**src/common/pomc_defs.svh**
```systemverilog
`ifndef POMC_DEFS_SVH
`define POMC_DEFS_SVH

// Port register byte offsets
`define POMC_OFF_A_VAL   5'h00
`define POMC_OFF_A_DIR   5'h01
`define POMC_OFF_A_MODE  5'h02
`define POMC_OFF_B_VAL   5'h03
`define POMC_OFF_B_DIR   5'h04
`define POMC_OFF_UNUSED  5'h05
`define POMC_OFF_C_VAL   5'h06
`define POMC_OFF_C_DIR   5'h07
`define POMC_OFF_C_MODE  5'h08
`define POMC_OFF_D_VAL   5'h09
`define POMC_OFF_D_DIR   5'h0a
`define POMC_OFF_D_MODE  5'h0b
`define POMC_OFF_E_VAL   5'h0c
`define POMC_OFF_E_DIR   5'h0d
`define POMC_OFF_E_MODE  5'h0e
`define POMC_OFF_F_VAL   5'h0f
`define POMC_OFF_F_DIR   5'h10
`define POMC_OFF_MISC    5'h11
`define POMC_OFF_IRQ_ST  5'h12
`define POMC_OFF_IRQ_CLR 5'h13
`define POMC_OFF_IRQ_EN  5'h14

// Misc control field positions
`define POMC_MISC_A_SENSE_HI 7
`define POMC_MISC_A_SENSE_LO 6
`define POMC_MISC_CLK_PIN    5
`define POMC_MISC_D_SENSE_HI 4
`define POMC_MISC_D_SENSE_LO 3
`define POMC_MISC_DIV_HI     2
`define POMC_MISC_DIV_LO     1
`define POMC_MISC_DIV_EN     0

// Reset values
`define POMC_RST_REG 8'h00
`define POMC_RST_IRQ 3'h0

// Interrupt status bits
`define POMC_IRQ_A 0
`define POMC_IRQ_C 1
`define POMC_IRQ_D 2

// Core clock alternate pin: port C pin 7 (flat index)
`define POMC_CLK_PIN_IDX 23

// Source cycles per core clock period
`define POMC_DIV_SA_DEF  8'd4
`define POMC_DIV_SA_00   8'd2
`define POMC_DIV_SA_10   8'd8
`define POMC_DIV_SA_01   8'd16
`define POMC_DIV_SA_11   8'd32
`define POMC_DIV_USB_DEF 8'd8
`define POMC_DIV_USB_00  8'd6
`define POMC_DIV_USB_10  8'd24
`define POMC_DIV_USB_01  8'd48
`define POMC_DIV_USB_11  8'd192

`endif

```
**src/common/pomc_pkg.sv**
```systemverilog
package pomc_pkg;
  typedef enum logic [1:0] {
    POMC_SENSE_LOW_FALL,
    POMC_SENSE_RISE,
    POMC_SENSE_FALL,
    POMC_SENSE_BOTH
  } pomc_sense_t;
endpackage : pomc_pkg

```
**src/rtl/pomc_top.sv**
```systemverilog
// Contract
// Ports A,C,D,E have mode registers, reset zero
// Pins without mode bits use direction only
// Input: mode 1 adds interrupt on A,C,D
// Output: mode 0 open drain, 1 push-pull
// Registers decoded as consecutive bytes, 05h unused
// Every port register resets to zero
// Bits 7:6 set port A trigger sense
// Bits 4:3 set port D trigger sense
// Sense fields writable only at mask level 3
// Bit 5 routes core clock to pin
// Divider off: default 3 or 6 MHz
// Stand-alone divider select gives four rates
// USB mode divider select gives four rates
// No buffer access at 6 MHz stand-alone
// Software avoids buffer access at slow USB clocks
// Divider leaves coprocessor clock untouched
// Direction bit 0 input, 1 output
// Pin inputs synchronised, one request per event
// Divider changes only at period boundary
//
// Implementation choice: the plain strobed port.
`timescale 1ns/10ps
`default_nettype none
`include "pomc_defs.svh"
module pomc_top #(
  parameter int NPORT = 6,
  parameter int PW    = 8
) (
  input  wire logic              clk_sys_in,
  input  wire logic              resetn_in,
  input  wire logic [4:0]        reg_addr_in,
  input  wire logic [7:0]        reg_wdata_in,
  input  wire logic              reg_wr_in,
  input  wire logic              reg_rd_in,
  output var  logic [7:0]        reg_rdata_out,
  input  wire logic              irq_mask_high_in,
  input  wire logic              irq_mask_low_in,
  input  wire logic              usb_mode_in,
  input  wire logic              xfer_clk_tick_in,
  input  wire logic [NPORT*PW-1:0] pin_in,
  output var  logic [NPORT*PW-1:0] pin_out,
  output var  logic [NPORT*PW-1:0] pin_oe_n_out,
  output var  logic              port_a_ext_irq_out,
  output var  logic              port_c_ext_irq_out,
  output var  logic              port_d_ext_irq_out,
  output var  logic              irq_out,
  output var  logic              core_clk_out,
  output var  logic              core_tick_out,
  output var  logic              xfer_clk_tick_out,
  output var  logic              usb_buf_access_ok_out
);
  if (NPORT != 6 || PW != 8) begin : g_bad_size
    $error("pomc_top: only six eight-bit ports are supported");
  end

  localparam int NB = NPORT * PW;
  localparam logic [4:0] OFF_VAL [6] = '{`POMC_OFF_A_VAL, `POMC_OFF_B_VAL,
    `POMC_OFF_C_VAL, `POMC_OFF_D_VAL, `POMC_OFF_E_VAL, `POMC_OFF_F_VAL};
  localparam logic [4:0] OFF_DIR [6] = '{`POMC_OFF_A_DIR, `POMC_OFF_B_DIR,
    `POMC_OFF_C_DIR, `POMC_OFF_D_DIR, `POMC_OFF_E_DIR, `POMC_OFF_F_DIR};
  localparam logic [4:0] OFF_MODE [6] = '{`POMC_OFF_A_MODE, `POMC_OFF_UNUSED,
    `POMC_OFF_C_MODE, `POMC_OFF_D_MODE, `POMC_OFF_E_MODE, `POMC_OFF_UNUSED};
  localparam logic [5:0] HAS_MODE = 6'h1d;

  ////////////////////////////////////////////////////////////////////////////
  // Register storage

  logic [NB-1:0] val_q;
  logic [NB-1:0] dir_q;
  logic [NB-1:0] mode_q;
  logic [7:0]    misc_q;
  logic [2:0]    irq_st_q;
  logic [2:0]    irq_en_q;
  logic [2:0]    irq_req_q;
  logic [NB-1:0] pin_prev_q;
  logic [NB-1:0] pin_sync;
  logic          core_clk;
  logic          core_tick;

  ////////////////////////////////////////////////////////////////////////////
  // Address decode

  logic [5:0] hit_val;
  logic [5:0] hit_dir;
  logic [5:0] hit_mode;
  logic [NB-1:0] has_mode_bits;

  genvar gp;
  generate
    for (gp = 0; gp < 6; gp++) begin : g_dec
      assign hit_val[gp]  = (reg_addr_in == OFF_VAL[gp]);
      assign hit_dir[gp]  = (reg_addr_in == OFF_DIR[gp]);
      assign hit_mode[gp] = HAS_MODE[gp]
                            && (reg_addr_in == OFF_MODE[gp]);
      assign has_mode_bits[gp*PW +: PW] = {PW{HAS_MODE[gp]}};
    end
  endgenerate

  wire hit_misc   = (reg_addr_in == `POMC_OFF_MISC);
  wire hit_irq_st = (reg_addr_in == `POMC_OFF_IRQ_ST);
  wire hit_irq_cl = (reg_addr_in == `POMC_OFF_IRQ_CLR);
  wire hit_irq_en = (reg_addr_in == `POMC_OFF_IRQ_EN);
  wire level3     = irq_mask_high_in & irq_mask_low_in;
  wire misc_wr    = reg_wr_in & hit_misc;

  ////////////////////////////////////////////////////////////////////////////
  // Misc control: sense fields kept unless at level 3

  wire [1:0] a_sense_wr = level3 ?
    reg_wdata_in[`POMC_MISC_A_SENSE_HI:`POMC_MISC_A_SENSE_LO] :
    misc_q[`POMC_MISC_A_SENSE_HI:`POMC_MISC_A_SENSE_LO];
  wire [1:0] d_sense_wr = level3 ?
    reg_wdata_in[`POMC_MISC_D_SENSE_HI:`POMC_MISC_D_SENSE_LO] :
    misc_q[`POMC_MISC_D_SENSE_HI:`POMC_MISC_D_SENSE_LO];
  wire [7:0] misc_d = {a_sense_wr, reg_wdata_in[`POMC_MISC_CLK_PIN],
    d_sense_wr, reg_wdata_in[`POMC_MISC_DIV_HI:`POMC_MISC_DIV_EN]};

  pomc_pkg::pomc_sense_t a_sense;
  pomc_pkg::pomc_sense_t d_sense;
  assign a_sense = pomc_pkg::pomc_sense_t'(
    misc_q[`POMC_MISC_A_SENSE_HI:`POMC_MISC_A_SENSE_LO]);
  assign d_sense = pomc_pkg::pomc_sense_t'(
    misc_q[`POMC_MISC_D_SENSE_HI:`POMC_MISC_D_SENSE_LO]);

  ////////////////////////////////////////////////////////////////////////////
  // Register writes

  always_ff @(posedge clk_sys_in) begin
    if (!resetn_in) begin
      val_q  <= {NPORT{`POMC_RST_REG}};
      dir_q  <= {NPORT{`POMC_RST_REG}};
      mode_q <= {NPORT{`POMC_RST_REG}};
      misc_q <= `POMC_RST_REG;
    end else begin
      for (int p = 0; p < 6; p++) begin
        if (reg_wr_in && hit_val[p]) begin
          val_q[p*PW +: PW] <= reg_wdata_in;
        end
        if (reg_wr_in && hit_dir[p]) begin
          dir_q[p*PW +: PW] <= reg_wdata_in;
        end
        if (reg_wr_in && hit_mode[p]) begin
          mode_q[p*PW +: PW] <= reg_wdata_in;
        end
      end
      if (misc_wr) begin
        misc_q <= misc_d;
      end
    end
  end

  ////////////////////////////////////////////////////////////////////////////
  // Read path: data stand one cycle after the strobe only

  logic [7:0] rd_mux;
  always_comb begin
    rd_mux = 8'h00;
    for (int p = 0; p < 6; p++) begin
      if (hit_val[p]) begin
        rd_mux = rd_mux | pin_sync[p*PW +: PW];
      end
      if (hit_dir[p]) begin
        rd_mux = rd_mux | dir_q[p*PW +: PW];
      end
      if (hit_mode[p]) begin
        rd_mux = rd_mux | mode_q[p*PW +: PW];
      end
    end
    if (hit_misc) begin
      rd_mux = misc_q;
    end
    if (hit_irq_st) begin
      rd_mux = {5'h00, irq_st_q};
    end
    if (hit_irq_en) begin
      rd_mux = {5'h00, irq_en_q};
    end
  end

  always_ff @(posedge clk_sys_in) begin
    if (!resetn_in) begin
      reg_rdata_out <= 8'h00;
    end else begin
      reg_rdata_out <= reg_rd_in ? rd_mux : 8'h00;
    end
  end

  ////////////////////////////////////////////////////////////////////////////
  // Pin drive

  wire [NB-1:0] push_pull = dir_q & (mode_q | ~has_mode_bits);
  wire [NB-1:0] open_drn  = dir_q & ~mode_q & has_mode_bits;
  wire          clk_pin   = misc_q[`POMC_MISC_CLK_PIN];

  logic [NB-1:0] out_d;
  logic [NB-1:0] oe_n_d;
  always_comb begin
    out_d  = val_q & push_pull;
    oe_n_d = ~(push_pull | (open_drn & ~val_q));
    if (clk_pin) begin
      out_d[`POMC_CLK_PIN_IDX]  = core_clk;
      oe_n_d[`POMC_CLK_PIN_IDX] = 1'b0;
    end
  end

  always_ff @(posedge clk_sys_in) begin
    if (!resetn_in) begin
      pin_out      <= '0;
      pin_oe_n_out <= '1;
    end else begin
      pin_out      <= out_d;
      pin_oe_n_out <= oe_n_d;
    end
  end

  ////////////////////////////////////////////////////////////////////////////
  // Pin sampling and interrupt detection

  pomc_sync #(.W(NB)) u_sync (
    .clk_sys_in (clk_sys_in),
    .resetn_in  (resetn_in),
    .d_in       (pin_in),
    .q_out      (pin_sync)
  );

  wire [NB-1:0] irq_pin = ~dir_q & mode_q;
  wire [NB-1:0] rise    = pin_sync & ~pin_prev_q & irq_pin;
  wire [NB-1:0] fall    = ~pin_sync & pin_prev_q & irq_pin;
  wire [NB-1:0] low     = ~pin_sync & irq_pin;

  function automatic logic sense_hit(input pomc_pkg::pomc_sense_t s,
                                     input logic [7:0] r,
                                     input logic [7:0] f,
                                     input logic [7:0] l);
    logic hit;
    hit = 1'b0;
    case (s)
      pomc_pkg::POMC_SENSE_LOW_FALL: hit = |(f | l);
      pomc_pkg::POMC_SENSE_RISE:     hit = |r;
      pomc_pkg::POMC_SENSE_FALL:     hit = |f;
      default:                       hit = |(r | f);
    endcase
    return hit;
  endfunction : sense_hit

  wire req_a = sense_hit(a_sense, rise[7:0], fall[7:0], low[7:0]);
  wire req_c = sense_hit(pomc_pkg::POMC_SENSE_LOW_FALL, rise[23:16],
                         fall[23:16], low[23:16]);
  wire req_d = sense_hit(d_sense, rise[31:24], fall[31:24],
                         low[31:24]);
  wire [2:0] req_d3 = {req_d, req_c, req_a};
  wire [2:0] clr_mask = (reg_wr_in && hit_irq_cl) ? reg_wdata_in[2:0] : 3'h0;

  always_ff @(posedge clk_sys_in) begin
    if (!resetn_in) begin
      pin_prev_q <= '0;
      irq_req_q  <= `POMC_RST_IRQ;
      irq_st_q   <= `POMC_RST_IRQ;
      irq_en_q   <= `POMC_RST_IRQ;
      irq_out    <= 1'b0;
    end else begin
      pin_prev_q <= pin_sync;
      irq_req_q  <= req_d3;
      irq_st_q   <= (irq_st_q & ~clr_mask) | irq_req_q;
      irq_en_q   <= (reg_wr_in && hit_irq_en) ? reg_wdata_in[2:0] : irq_en_q;
      irq_out    <= |(((irq_st_q & ~clr_mask) | irq_req_q) & irq_en_q);
    end
  end

  assign port_a_ext_irq_out = irq_req_q[`POMC_IRQ_A];
  assign port_c_ext_irq_out = irq_req_q[`POMC_IRQ_C];
  assign port_d_ext_irq_out = irq_req_q[`POMC_IRQ_D];

  ////////////////////////////////////////////////////////////////////////////
  // Core clock divider and buffer access gate

  pomc_clkdiv #(.CW(8)) u_div (
    .clk_sys_in     (clk_sys_in),
    .resetn_in      (resetn_in),
    .usb_mode_in    (usb_mode_in),
    .div_en_in      (misc_q[`POMC_MISC_DIV_EN]),
    .div_sel_in     (misc_q[`POMC_MISC_DIV_HI:`POMC_MISC_DIV_LO]),
    .core_clk_out   (core_clk),
    .core_tick_out  (core_tick),
    .ratio_load_out ()
  );

  wire sa_fast = !usb_mode_in && misc_q[`POMC_MISC_DIV_EN]
                 && (misc_q[`POMC_MISC_DIV_HI:`POMC_MISC_DIV_LO] == 2'h0);

  always_ff @(posedge clk_sys_in) begin
    if (!resetn_in) begin
      core_clk_out          <= 1'b0;
      core_tick_out         <= 1'b0;
      xfer_clk_tick_out     <= 1'b0;
      usb_buf_access_ok_out <= 1'b0;
    end else begin
      core_clk_out          <= core_clk;
      core_tick_out         <= core_tick;
      xfer_clk_tick_out     <= xfer_clk_tick_in;
      usb_buf_access_ok_out <= !sa_fast;
    end
  end

  ////////////////////////////////////////////////////////////////////////////
  // Checks

  chk_sense_write_lock: assert property (@(posedge clk_sys_in)
    disable iff (!resetn_in)
    (misc_wr && !level3) |=> (misc_q[7:6] == $past(misc_q[7:6]))
      && (misc_q[4:3] == $past(misc_q[4:3])))
    else $error("sense field changed outside level 3");

  chk_regs_reset_zero: assert property (@(posedge clk_sys_in)
    disable iff (!resetn_in)
    $past(!resetn_in) |-> (val_q == '0) && (dir_q == '0)
      && (mode_q == '0))
    else $error("port register not zero after reset");

  chk_push_pull_drive: assert property (@(posedge clk_sys_in)
    disable iff (!resetn_in)
    !$past(clk_pin) |-> ((pin_oe_n_out & $past(push_pull)) == '0)
      && (((pin_out ^ $past(val_q)) & $past(push_pull)) == '0))
    else $error("push-pull pin not driven with its value");

  chk_open_drain_hi: assert property (@(posedge clk_sys_in)
    disable iff (!resetn_in)
    !$past(clk_pin) |-> ((~pin_oe_n_out & $past(open_drn)
      & $past(val_q)) == '0))
    else $error("open drain pin drove high");

  chk_input_floats: assert property (@(posedge clk_sys_in)
    disable iff (!resetn_in)
    !$past(clk_pin) |-> ((~pin_oe_n_out & ~$past(dir_q)) == '0))
    else $error("input pin is being driven");

  chk_clock_on_pin: assert property (@(posedge clk_sys_in)
    disable iff (!resetn_in)
    clk_pin ##1 clk_pin |-> !pin_oe_n_out[`POMC_CLK_PIN_IDX]
      && (pin_out[`POMC_CLK_PIN_IDX] == $past(core_clk)))
    else $error("core clock not routed to its pin");

  chk_buf_block: assert property (@(posedge clk_sys_in)
    disable iff (!resetn_in)
    sa_fast ##1 sa_fast |-> !usb_buf_access_ok_out)
    else $error("buffer access allowed at fast stand-alone clock");

  chk_rise_one_pulse: assert property (@(posedge clk_sys_in)
    disable iff (!resetn_in)
    (a_sense == pomc_pkg::POMC_SENSE_RISE) && $stable(a_sense)
      && port_a_ext_irq_out |=> !port_a_ext_irq_out
      || ($past(pin_sync[7:0]) != $past(pin_sync[7:0], 2)))
    else $error("edge request lasted more than one event");
endmodule : pomc_top
`default_nettype wire

```
**src/rtl/pomc_sync.sv**
```systemverilog
`timescale 1ns/10ps
`default_nettype none
module pomc_sync #(
  parameter int W = 48
) (
  input  wire logic         clk_sys_in,
  input  wire logic         resetn_in,
  input  wire logic [W-1:0] d_in,
  output var  logic [W-1:0] q_out
);
  if (W < 1) begin : g_bad_width
    $error("pomc_sync: W must be positive");
  end

  logic [W-1:0] s1_q;
  logic [W-1:0] s2_q;
  logic [W-1:0] s3_q;
  wire  [W-1:0] agree = ~(s2_q ^ s3_q);

  always_ff @(posedge clk_sys_in) begin
    if (!resetn_in) begin
      s1_q  <= '0;
      s2_q  <= '0;
      s3_q  <= '0;
      q_out <= '0;
    end else begin
      s1_q  <= d_in;
      s2_q  <= s1_q;
      s3_q  <= s2_q;
      q_out <= (agree & s3_q) | (~agree & q_out);
    end
  end

  chk_sync_agree_hold: assert property (@(posedge clk_sys_in)
    disable iff (!resetn_in)
    ((q_out ^ $past(q_out)) & ~$past(agree)) == '0)
    else $error("sync output moved while stages disagree");
endmodule : pomc_sync
`default_nettype wire

```
**src/rtl/pomc_clkdiv.sv**
```systemverilog
`timescale 1ns/10ps
`default_nettype none
`include "pomc_defs.svh"
module pomc_clkdiv #(
  parameter int CW = 8
) (
  input  wire logic       clk_sys_in,
  input  wire logic       resetn_in,
  input  wire logic       usb_mode_in,
  input  wire logic       div_en_in,
  input  wire logic [1:0] div_sel_in,
  output var  logic       core_clk_out,
  output var  logic       core_tick_out,
  output var  logic       ratio_load_out
);
  if (CW < 8) begin : g_bad_width
    $error("pomc_clkdiv: CW too small for 192");
  end

  logic [CW-1:0] cnt_q;
  logic [CW-1:0] ratio_q;
  logic [CW-1:0] ratio_d;

  always_comb begin
    ratio_d = CW'(`POMC_DIV_SA_DEF);
    if (!div_en_in) begin
      ratio_d = usb_mode_in ? CW'(`POMC_DIV_USB_DEF) : CW'(`POMC_DIV_SA_DEF);
    end else if (usb_mode_in) begin
      case (div_sel_in)
        2'h0: ratio_d = CW'(`POMC_DIV_USB_00);
        2'h2: ratio_d = CW'(`POMC_DIV_USB_10);
        2'h1: ratio_d = CW'(`POMC_DIV_USB_01);
        default: ratio_d = CW'(`POMC_DIV_USB_11);
      endcase
    end else begin
      case (div_sel_in)
        2'h0: ratio_d = CW'(`POMC_DIV_SA_00);
        2'h2: ratio_d = CW'(`POMC_DIV_SA_10);
        2'h1: ratio_d = CW'(`POMC_DIV_SA_01);
        default: ratio_d = CW'(`POMC_DIV_SA_11);
      endcase
    end
  end

  wire last = (cnt_q == ratio_q - CW'(1));

  // New ratio only at a period boundary, so no runt pulse
  always_ff @(posedge clk_sys_in) begin
    if (!resetn_in) begin
      cnt_q          <= '0;
      ratio_q        <= CW'(`POMC_DIV_SA_DEF);
      core_clk_out   <= 1'b0;
      core_tick_out  <= 1'b0;
      ratio_load_out <= 1'b0;
    end else begin
      cnt_q          <= last ? '0 : cnt_q + CW'(1);
      ratio_q        <= last ? ratio_d : ratio_q;
      core_clk_out   <= last ? 1'b1 : (cnt_q + CW'(1) < (ratio_q >> 1));
      core_tick_out  <= last;
      ratio_load_out <= last;
    end
  end

  chk_div_ratio_stable: assert property (@(posedge clk_sys_in)
    disable iff (!resetn_in)
    !$past(last) |-> $stable(ratio_q))
    else $error("divider ratio changed mid period");
endmodule : pomc_clkdiv
`default_nettype wire

```
**config.mk**
```make
export PLATFORM = sky130hd
export DESIGN_NAME = pomc_top
export DESIGN_NICKNAME = d
export VERILOG_FILES = /design/src/common/pomc_pkg.sv /design/src/rtl/pomc_top.sv /design/src/rtl/pomc_sync.sv /design/src/rtl/pomc_clkdiv.sv
export VERILOG_INCLUDE_DIRS = /design/src /design/src/common
export SDC_FILE = /design/constraint.sdc
export NUM_CORES = 1
export LEC_CHECK = 0
export BUFFER_PORTS_ARGS = -buffer_cell sky130_fd_sc_hd__buf_2
export CAP_MARGIN = 0
export CORE_AREA = 2 2 228 230
export DETAILED_ROUTE_END_ITERATION = 8
export DIE_AREA = 0 0 230 232
export HOLD_SLACK_MARGIN = 0.05
export MAX_ROUTING_LAYER = met4
export SLEW_MARGIN = 20
export SYNTH_ARGS = -nofsm -noshare
export SYNTH_HDL_FRONTEND = slang
export SYNTH_HIERARCHICAL = 1
export SYNTH_SLANG_ARGS = --single-unit
```
**constraint.sdc**
```tcl
create_clock -name clk_sys_in -period 7.35 [get_ports clk_sys_in]
set_input_delay 0 -clock clk_sys_in [delete_from_list [all_inputs] [get_ports clk_sys_in]]
set_output_delay 0 -clock clk_sys_in [all_outputs]
set_load 0.01 [all_outputs]
```
==> impl_metrics.json, run 1 <==
{
  "first_pass_iters": 5,
  "synth_area_um2": 17690,
  "regArea_um2": 9569,
  "report.final.slew_viol_count": 0,
  "synth_nets": 1881,
  "rr_worst_depth": 9,
  "drc_errors": 0,
  "grt_usage": 0.1975,
  "vias_per_cell": 5.067,
  "r2r-start": "u_div/ratio_q[1]",
  "post_drt_wl_per_cell_um": 18.96,
  "critPathKind": "reg2reg",
  "avgSynthCellArea_um2": 9.829,
  "slew_headroom": 0.2790,
  "critical_path_peak_fanout": 9,
  "num_rows": 83,
  "hpwl_um": 36130,
  "final.setup_skew_ps": 16.49,
  "root_buffer": "clkbuf_16",
  "die_width_um": 230,
  "crit_path_end_kind": "flip-flop",
  "leakage_nw": 8.409,
  "required_ps": 7860,
  "start_util": 0.3477,
  "vias": 13874,
  "timing.rr.end": "u_div/ratio_q[2]",
  "crit_path_start": "u_div/ratio_q[1]",
  "clock-sinks": 478,
  "min_from": "pin_in[4]",
  "tns_ps": 0,
  "clk_latency_ps": 590,
  "cts_tree": "done",
  "vdd_drop_max_v": 0.0001824,
  "wirelength_um": 51920,
  "status": "finished clean",
  "io_pins": 181,
  "worst_slew_pin_slew_ps": 1081,
  "reg2reg_slack_ps": 4540,
  "total_power_mw": 5.534,
  "multi_input_area_um2": 7382,
  "grt_max_degree": 129,
  "period_needed_ps": 2808,
  "io_buffers": 180,
  "die-area_um2": 53360,
  "placed_cell_area_um2": 18940,
  "gp_congestion": 0.9305,
  "setup_viol": 0,
  "ant_nets": 0,
  "fin_util": 0.4242,
  "clockBufferDepth": 3,
  "whs_path_depth": 3,
  "fin_ws_ps": 4542,
  "max_freq_mhz": 356.1,
  "grt_pass1_vias": 13525,
  "filler_cell_count": 4962,
  "nets": 2095,
  "rsz0062_at_grt": "no",
  "finalNonFillerCells": 2738,
  "min_path_type": "in2reg",
  "globalRouteOverflowTotal": 0,
  "fin_area_um2": 21590,
  "dp.cells": 2551,
  "syn_to_final_growth_pct": 22.02,
  "crit_arrival_ps": 3310,
  "dpl_worst_slack_ps": 4312,
  "grt_pass1_wl_um": 79130,
  "worst_hold_slack_ps": 156.8,
  "max-cap-violations": 0,
  "core-area_um2": 50890,
  "synth_warnings": 6,
  "antenna_found_initial": 6,
  "min_to": "u_sync/s1_q[4]",
  "hold_viol_final": 0,
  "drt_iter0_drc": 1084,
  "drive_gt1_frac": 0.1650,
  "period_share": 0.3820,
  "synthCells": 1800,
  "cp-start-kind": "flip-flop",
  "ctsResizeCount": 0,
  "cts_made_buffers": 49,
  "path_clk_slew_ps": 60,
  "chipHeight_um": 232,
  "power.density_nw_per_um2": 256.4,
  "htreeDepth": 2
}
==> worst max path at each step <==
stage / to / slack, ps / cells after the start
finish: u_div/ratio_q[2] / 4540 / 9
CTS: u_div/ratio_q[2] / 4280 / 8
floorplan: u_div/ratio_q[2] / 4970 / 9
global placement: u_div/ratio_q[2] / 4390 / 8
detailed placement: u_div/ratio_q[2] / 4310 / 8
global route: u_div/ratio_q[4] / 4350 / 8
==> layout make-up <==
type | count | share of cell area
Clock buffer | 71 | 0.06816
Antenna cell | 4 | 0.0004637
Timing Repair Buffer | 279 | 0.08700
Tap cell | 680 | 0.03941
Multi-Input combinational cell | 1158 | 0.3420
Sequential cell | 478 | 0.4433
Clock inverter | 20 | 0.01124
Inverter | 48 | 0.008462
==> critical path: stages, from the launching register on <==
cell       delay [ps]
dfxtp_1           480
inv_1             140
ha_1              340
o21bai_1          200
a2111oi_1         480
nor3_2            140
a221oi_2          480
buf_4             280
nor2_1             60
o22ai_2           130
==> power breakdown <==
group	internal (mW)	total [mW]	switching [mW]
combinational	0.108	0.263	0.155
sequential	2.64	2.67	0.0292
clock	1.57	2.60	1.04
==> routing by layer <==
metal	GRT usage	vias to the layer above	wire length (µm)
li1	-	6691	-
met1	0.2490	6567	22870
met2	0.3073	490	23230
met3	0.04359	126	3967
met4	0.07923	0	1846
met5	-	-	0
==> repair_timing <==
item | in CTS | in global routing
setup buffers | 0 | 0
hold buffers | 91 | 0
endpoints found under the hold margin | 263 | 0
==> placed cells by master (no fill, tap or decap), drive strengths merged, types with 4 or more instances in the layout <==
| cell | n |
|---|---|
| dfxtp | 478 |
| buf | 188 |
| nand2 | 169 |
| and2 | 164 |
| o21ai | 133 |
| nor2 | 117 |
| dlygate4sd3 | 91 |
| a21oi | 90 |
| mux2i | 83 |
| clkbuf | 71 |
| inv | 51 |
| a21boi | 49 |
| a22oi | 35 |
| and4 | 31 |
| o211ai | 31 |
| nand3 | 28 |
| nor3b | 22 |
| and3 | 19 |
| o22ai | 19 |
| nor4bb | 16 |
| nor4 | 15 |
| mux2 | 14 |
| nor3 | 13 |
| ha | 12 |
| clkinv | 11 |
| nor2b | 10 |
| nand4 | 9 |
| a31oi | 7 |
| o32ai | 6 |
| xor2 | 6 |
| xnor2 | 6 |
| nand3b | 5 |
| bufinv | 5 |
| diode | 4 |
| a211oi | 4 |
| nand2b | 4 |
| or3 | 4 |
No activity file was read; power rests on OpenSTA's default activity.
==> run 2: changes to the inputs <==
--- a/config.mk
+++ b/config.mk
@@ -6,11 +6,12 @@
 export SDC_FILE = /design/constraint.sdc
 export NUM_CORES = 1
 export LEC_CHECK = 0
+export ABC_AREA = 1
 export BUFFER_PORTS_ARGS = -buffer_cell sky130_fd_sc_hd__buf_2
 export CAP_MARGIN = 0
-export CORE_AREA = 2 2 228 230
+export CORE_AREA = 2 2 227 229
 export DETAILED_ROUTE_END_ITERATION = 8
-export DIE_AREA = 0 0 230 232
+export DIE_AREA = 0 0 229 231
 export HOLD_SLACK_MARGIN = 0.05
 export MAX_ROUTING_LAYER = met4
 export SLEW_MARGIN = 20
==> constraint.sdc (replaced) <==
create_clock -name clk_sys_in -period 2.5 [get_ports clk_sys_in]
set_input_delay 0 -clock clk_sys_in [delete_from_list [all_inputs] [get_ports clk_sys_in]]
set_output_delay 0 -clock clk_sys_in [all_outputs]
set_load 0.01 [all_outputs]
==> impl_metrics.json, run 2 <==
{
  "status": "finished clean",
  "avgSynthCellArea_um2": 7.800,
  "num_rows": 83,
  "period_needed_ps": 2357,
  "grt_max_degree": 102,
  "required_ps": 3020,
  "htreeDepth": 2,
  "hold_viol_final": 0,
  "io_pins": 181,
  "max_freq_mhz": 424.4,
  "post_drt_wl_per_cell_um": 16.31,
  "chipHeight_um": 231,
  "drive_gt1_frac": 0.1301,
  "synth_area_um2": 17460,
  "vias_per_cell": 4.627,
  "slew_headroom": 0.5463,
  "worst_hold_slack_ps": 95.31,
  "clockBufferDepth": 3,
  "grt_pass1_vias": 13943,
  "grt.busiest_layer": "met2",
  "start_util": 0.3444,
  "grt_util_met2": 0.3163,
  "core-area_um2": 50680,
  "io_buffers": 180,
  "crit_path_end_kind": "flip-flop",
  "cts_tree": "done",
  "synthCells": 2238,
  "vias": 14848,
  "gp_congestion": 0.9342,
  "first_pass_iters": 6,
  "vdd_drop_max_v": 0.0004405,
  "synth_nets": 2319,
  "leakage_nw": 9.799,
  "filler_cell_count": 5150,
  "met3_usage": 0.03026,
  "clock-sinks": 478,
  "clk_latency_ps": 590,
  "hpwl_um": 38910,
  "fin_ws_ps": 143.5,
  "drc_errors": 0,
  "crit_arrival_ps": 2880,
  "cts_made_buffers": 49,
  "globalRouteOverflowTotal": 0,
  "nets": 2572,
  "tns_ps": 0,
  "final.setup_skew_ps": 15.36,
  "grtUsageMet1": 0.2631,
  "period_share": 0.9426,
  "ant_nets": 0,
  "final_common_cell": "dfxtp_1",
  "worst_slew_pin_slew_ps": 676.8,
  "synth_warnings": 6,
  "path_clk_slew_ps": 60,
  "grt_usage": 0.2003,
  "antenna_found_initial": 2,
  "rsz0062_at_grt": "no",
  "grt_pass1_wl_um": 79590,
  "root_buffer": "clkbuf_16",
  "dpl_worst_slack_ps": 488.7,
  "report.final.slew_viol_count": 0,
  "min_path_type": "in2reg",
  "max-cap-violations": 0,
  "die_width_um": 229,
  "drt_iter0_drc": 1320,
  "setup_viol": 0,
  "critical_path_peak_fanout": 16,
  "power.density_nw_per_um2": 768.5,
  "die-area_um2": 52900,
  "critPathKind": "in2reg",
  "syn_to_final_growth_pct": 23.76,
  "wirelength_um": 52330,
  "cp-start-kind": "primary input",
  "final_cell_mix": "dfxtp_1, nand2_1, inv_1"
}
-- run 2: metrics by stage --
step	power [mW]	util	area, µm²	std cells
6_report	16.60	0.4263	21600	3209
5_1_grt	17.19	0.4262	21600	3208
4_1_cts	16.76	0.4258	21580	3205
3_5_place_dp	8.749	0.3750	19000	3038
3_3_place_gp	8.735	0.3750	19000	3038
2_1_floorplan	8.462	-	17460	2238
-- run 2: what timing repair did --
action / in CTS / in global routing
gates resized for setup: 0 / 0
buffers inserted: 0 / 3
hold buffers: 79 / 0
setup endpoints to repair: 0 / 1
hold endpoints to repair: 226 / 0
-- run 2: final cells by class --
cell class                      count  area [µm²]  area share
Clock inverter                     24       360.3     0.01668
Multi-Input combinational cell   1313        6118      0.2832
Antenna cell                        1       2.502   0.0001158
Tap cell                          680       850.8     0.03938
Clock buffer                       64        1424     0.06591
Timing Repair Buffer              285        1909     0.08838
Sequential cell                   478        9569      0.4430
Inverter                          364        1369     0.06336
-- run 2: per-layer routing --
layer	wire, µm	part of all wire
met4	1586	0.030
met5	0	0
met3	2849	0.054
met2	23680	0.45
met1	24210	0.46
-- run 2: worst paths after layout --
kind	cells past startpoint	startpoint	end	slack (ps)
max reg2reg	12	u_div/cnt_q[0]	u_div/core_clk_out	520
min reg2reg	2	u_sync/s1_q[19]	u_sync/s2_q[19]	410
max	13	reg_addr_in[2]	misc_q[7]	140
min	7	reg_addr_in[0]	reg_rdata_out[0]	100
-- run 2: critical path, cell delays in order --
cell           delay [ps]
buf_2                 130
nor2_2                100
buf_4                 230
nand2_2               130
nor2_4                270
inv_2                 180
nor2_4                220
nand3_1                90
dlygate4sd3_1         590
inv_2                 130
o21ai_0                90
a21oi_1               140
dlygate4sd3_1         560
-- run 2: power by group --
part	switching [mW]	internal [mW]
registers	0.0892	7.77
clock network	3.07	4.85
logic	0.521	0.294
total	3.68	12.9
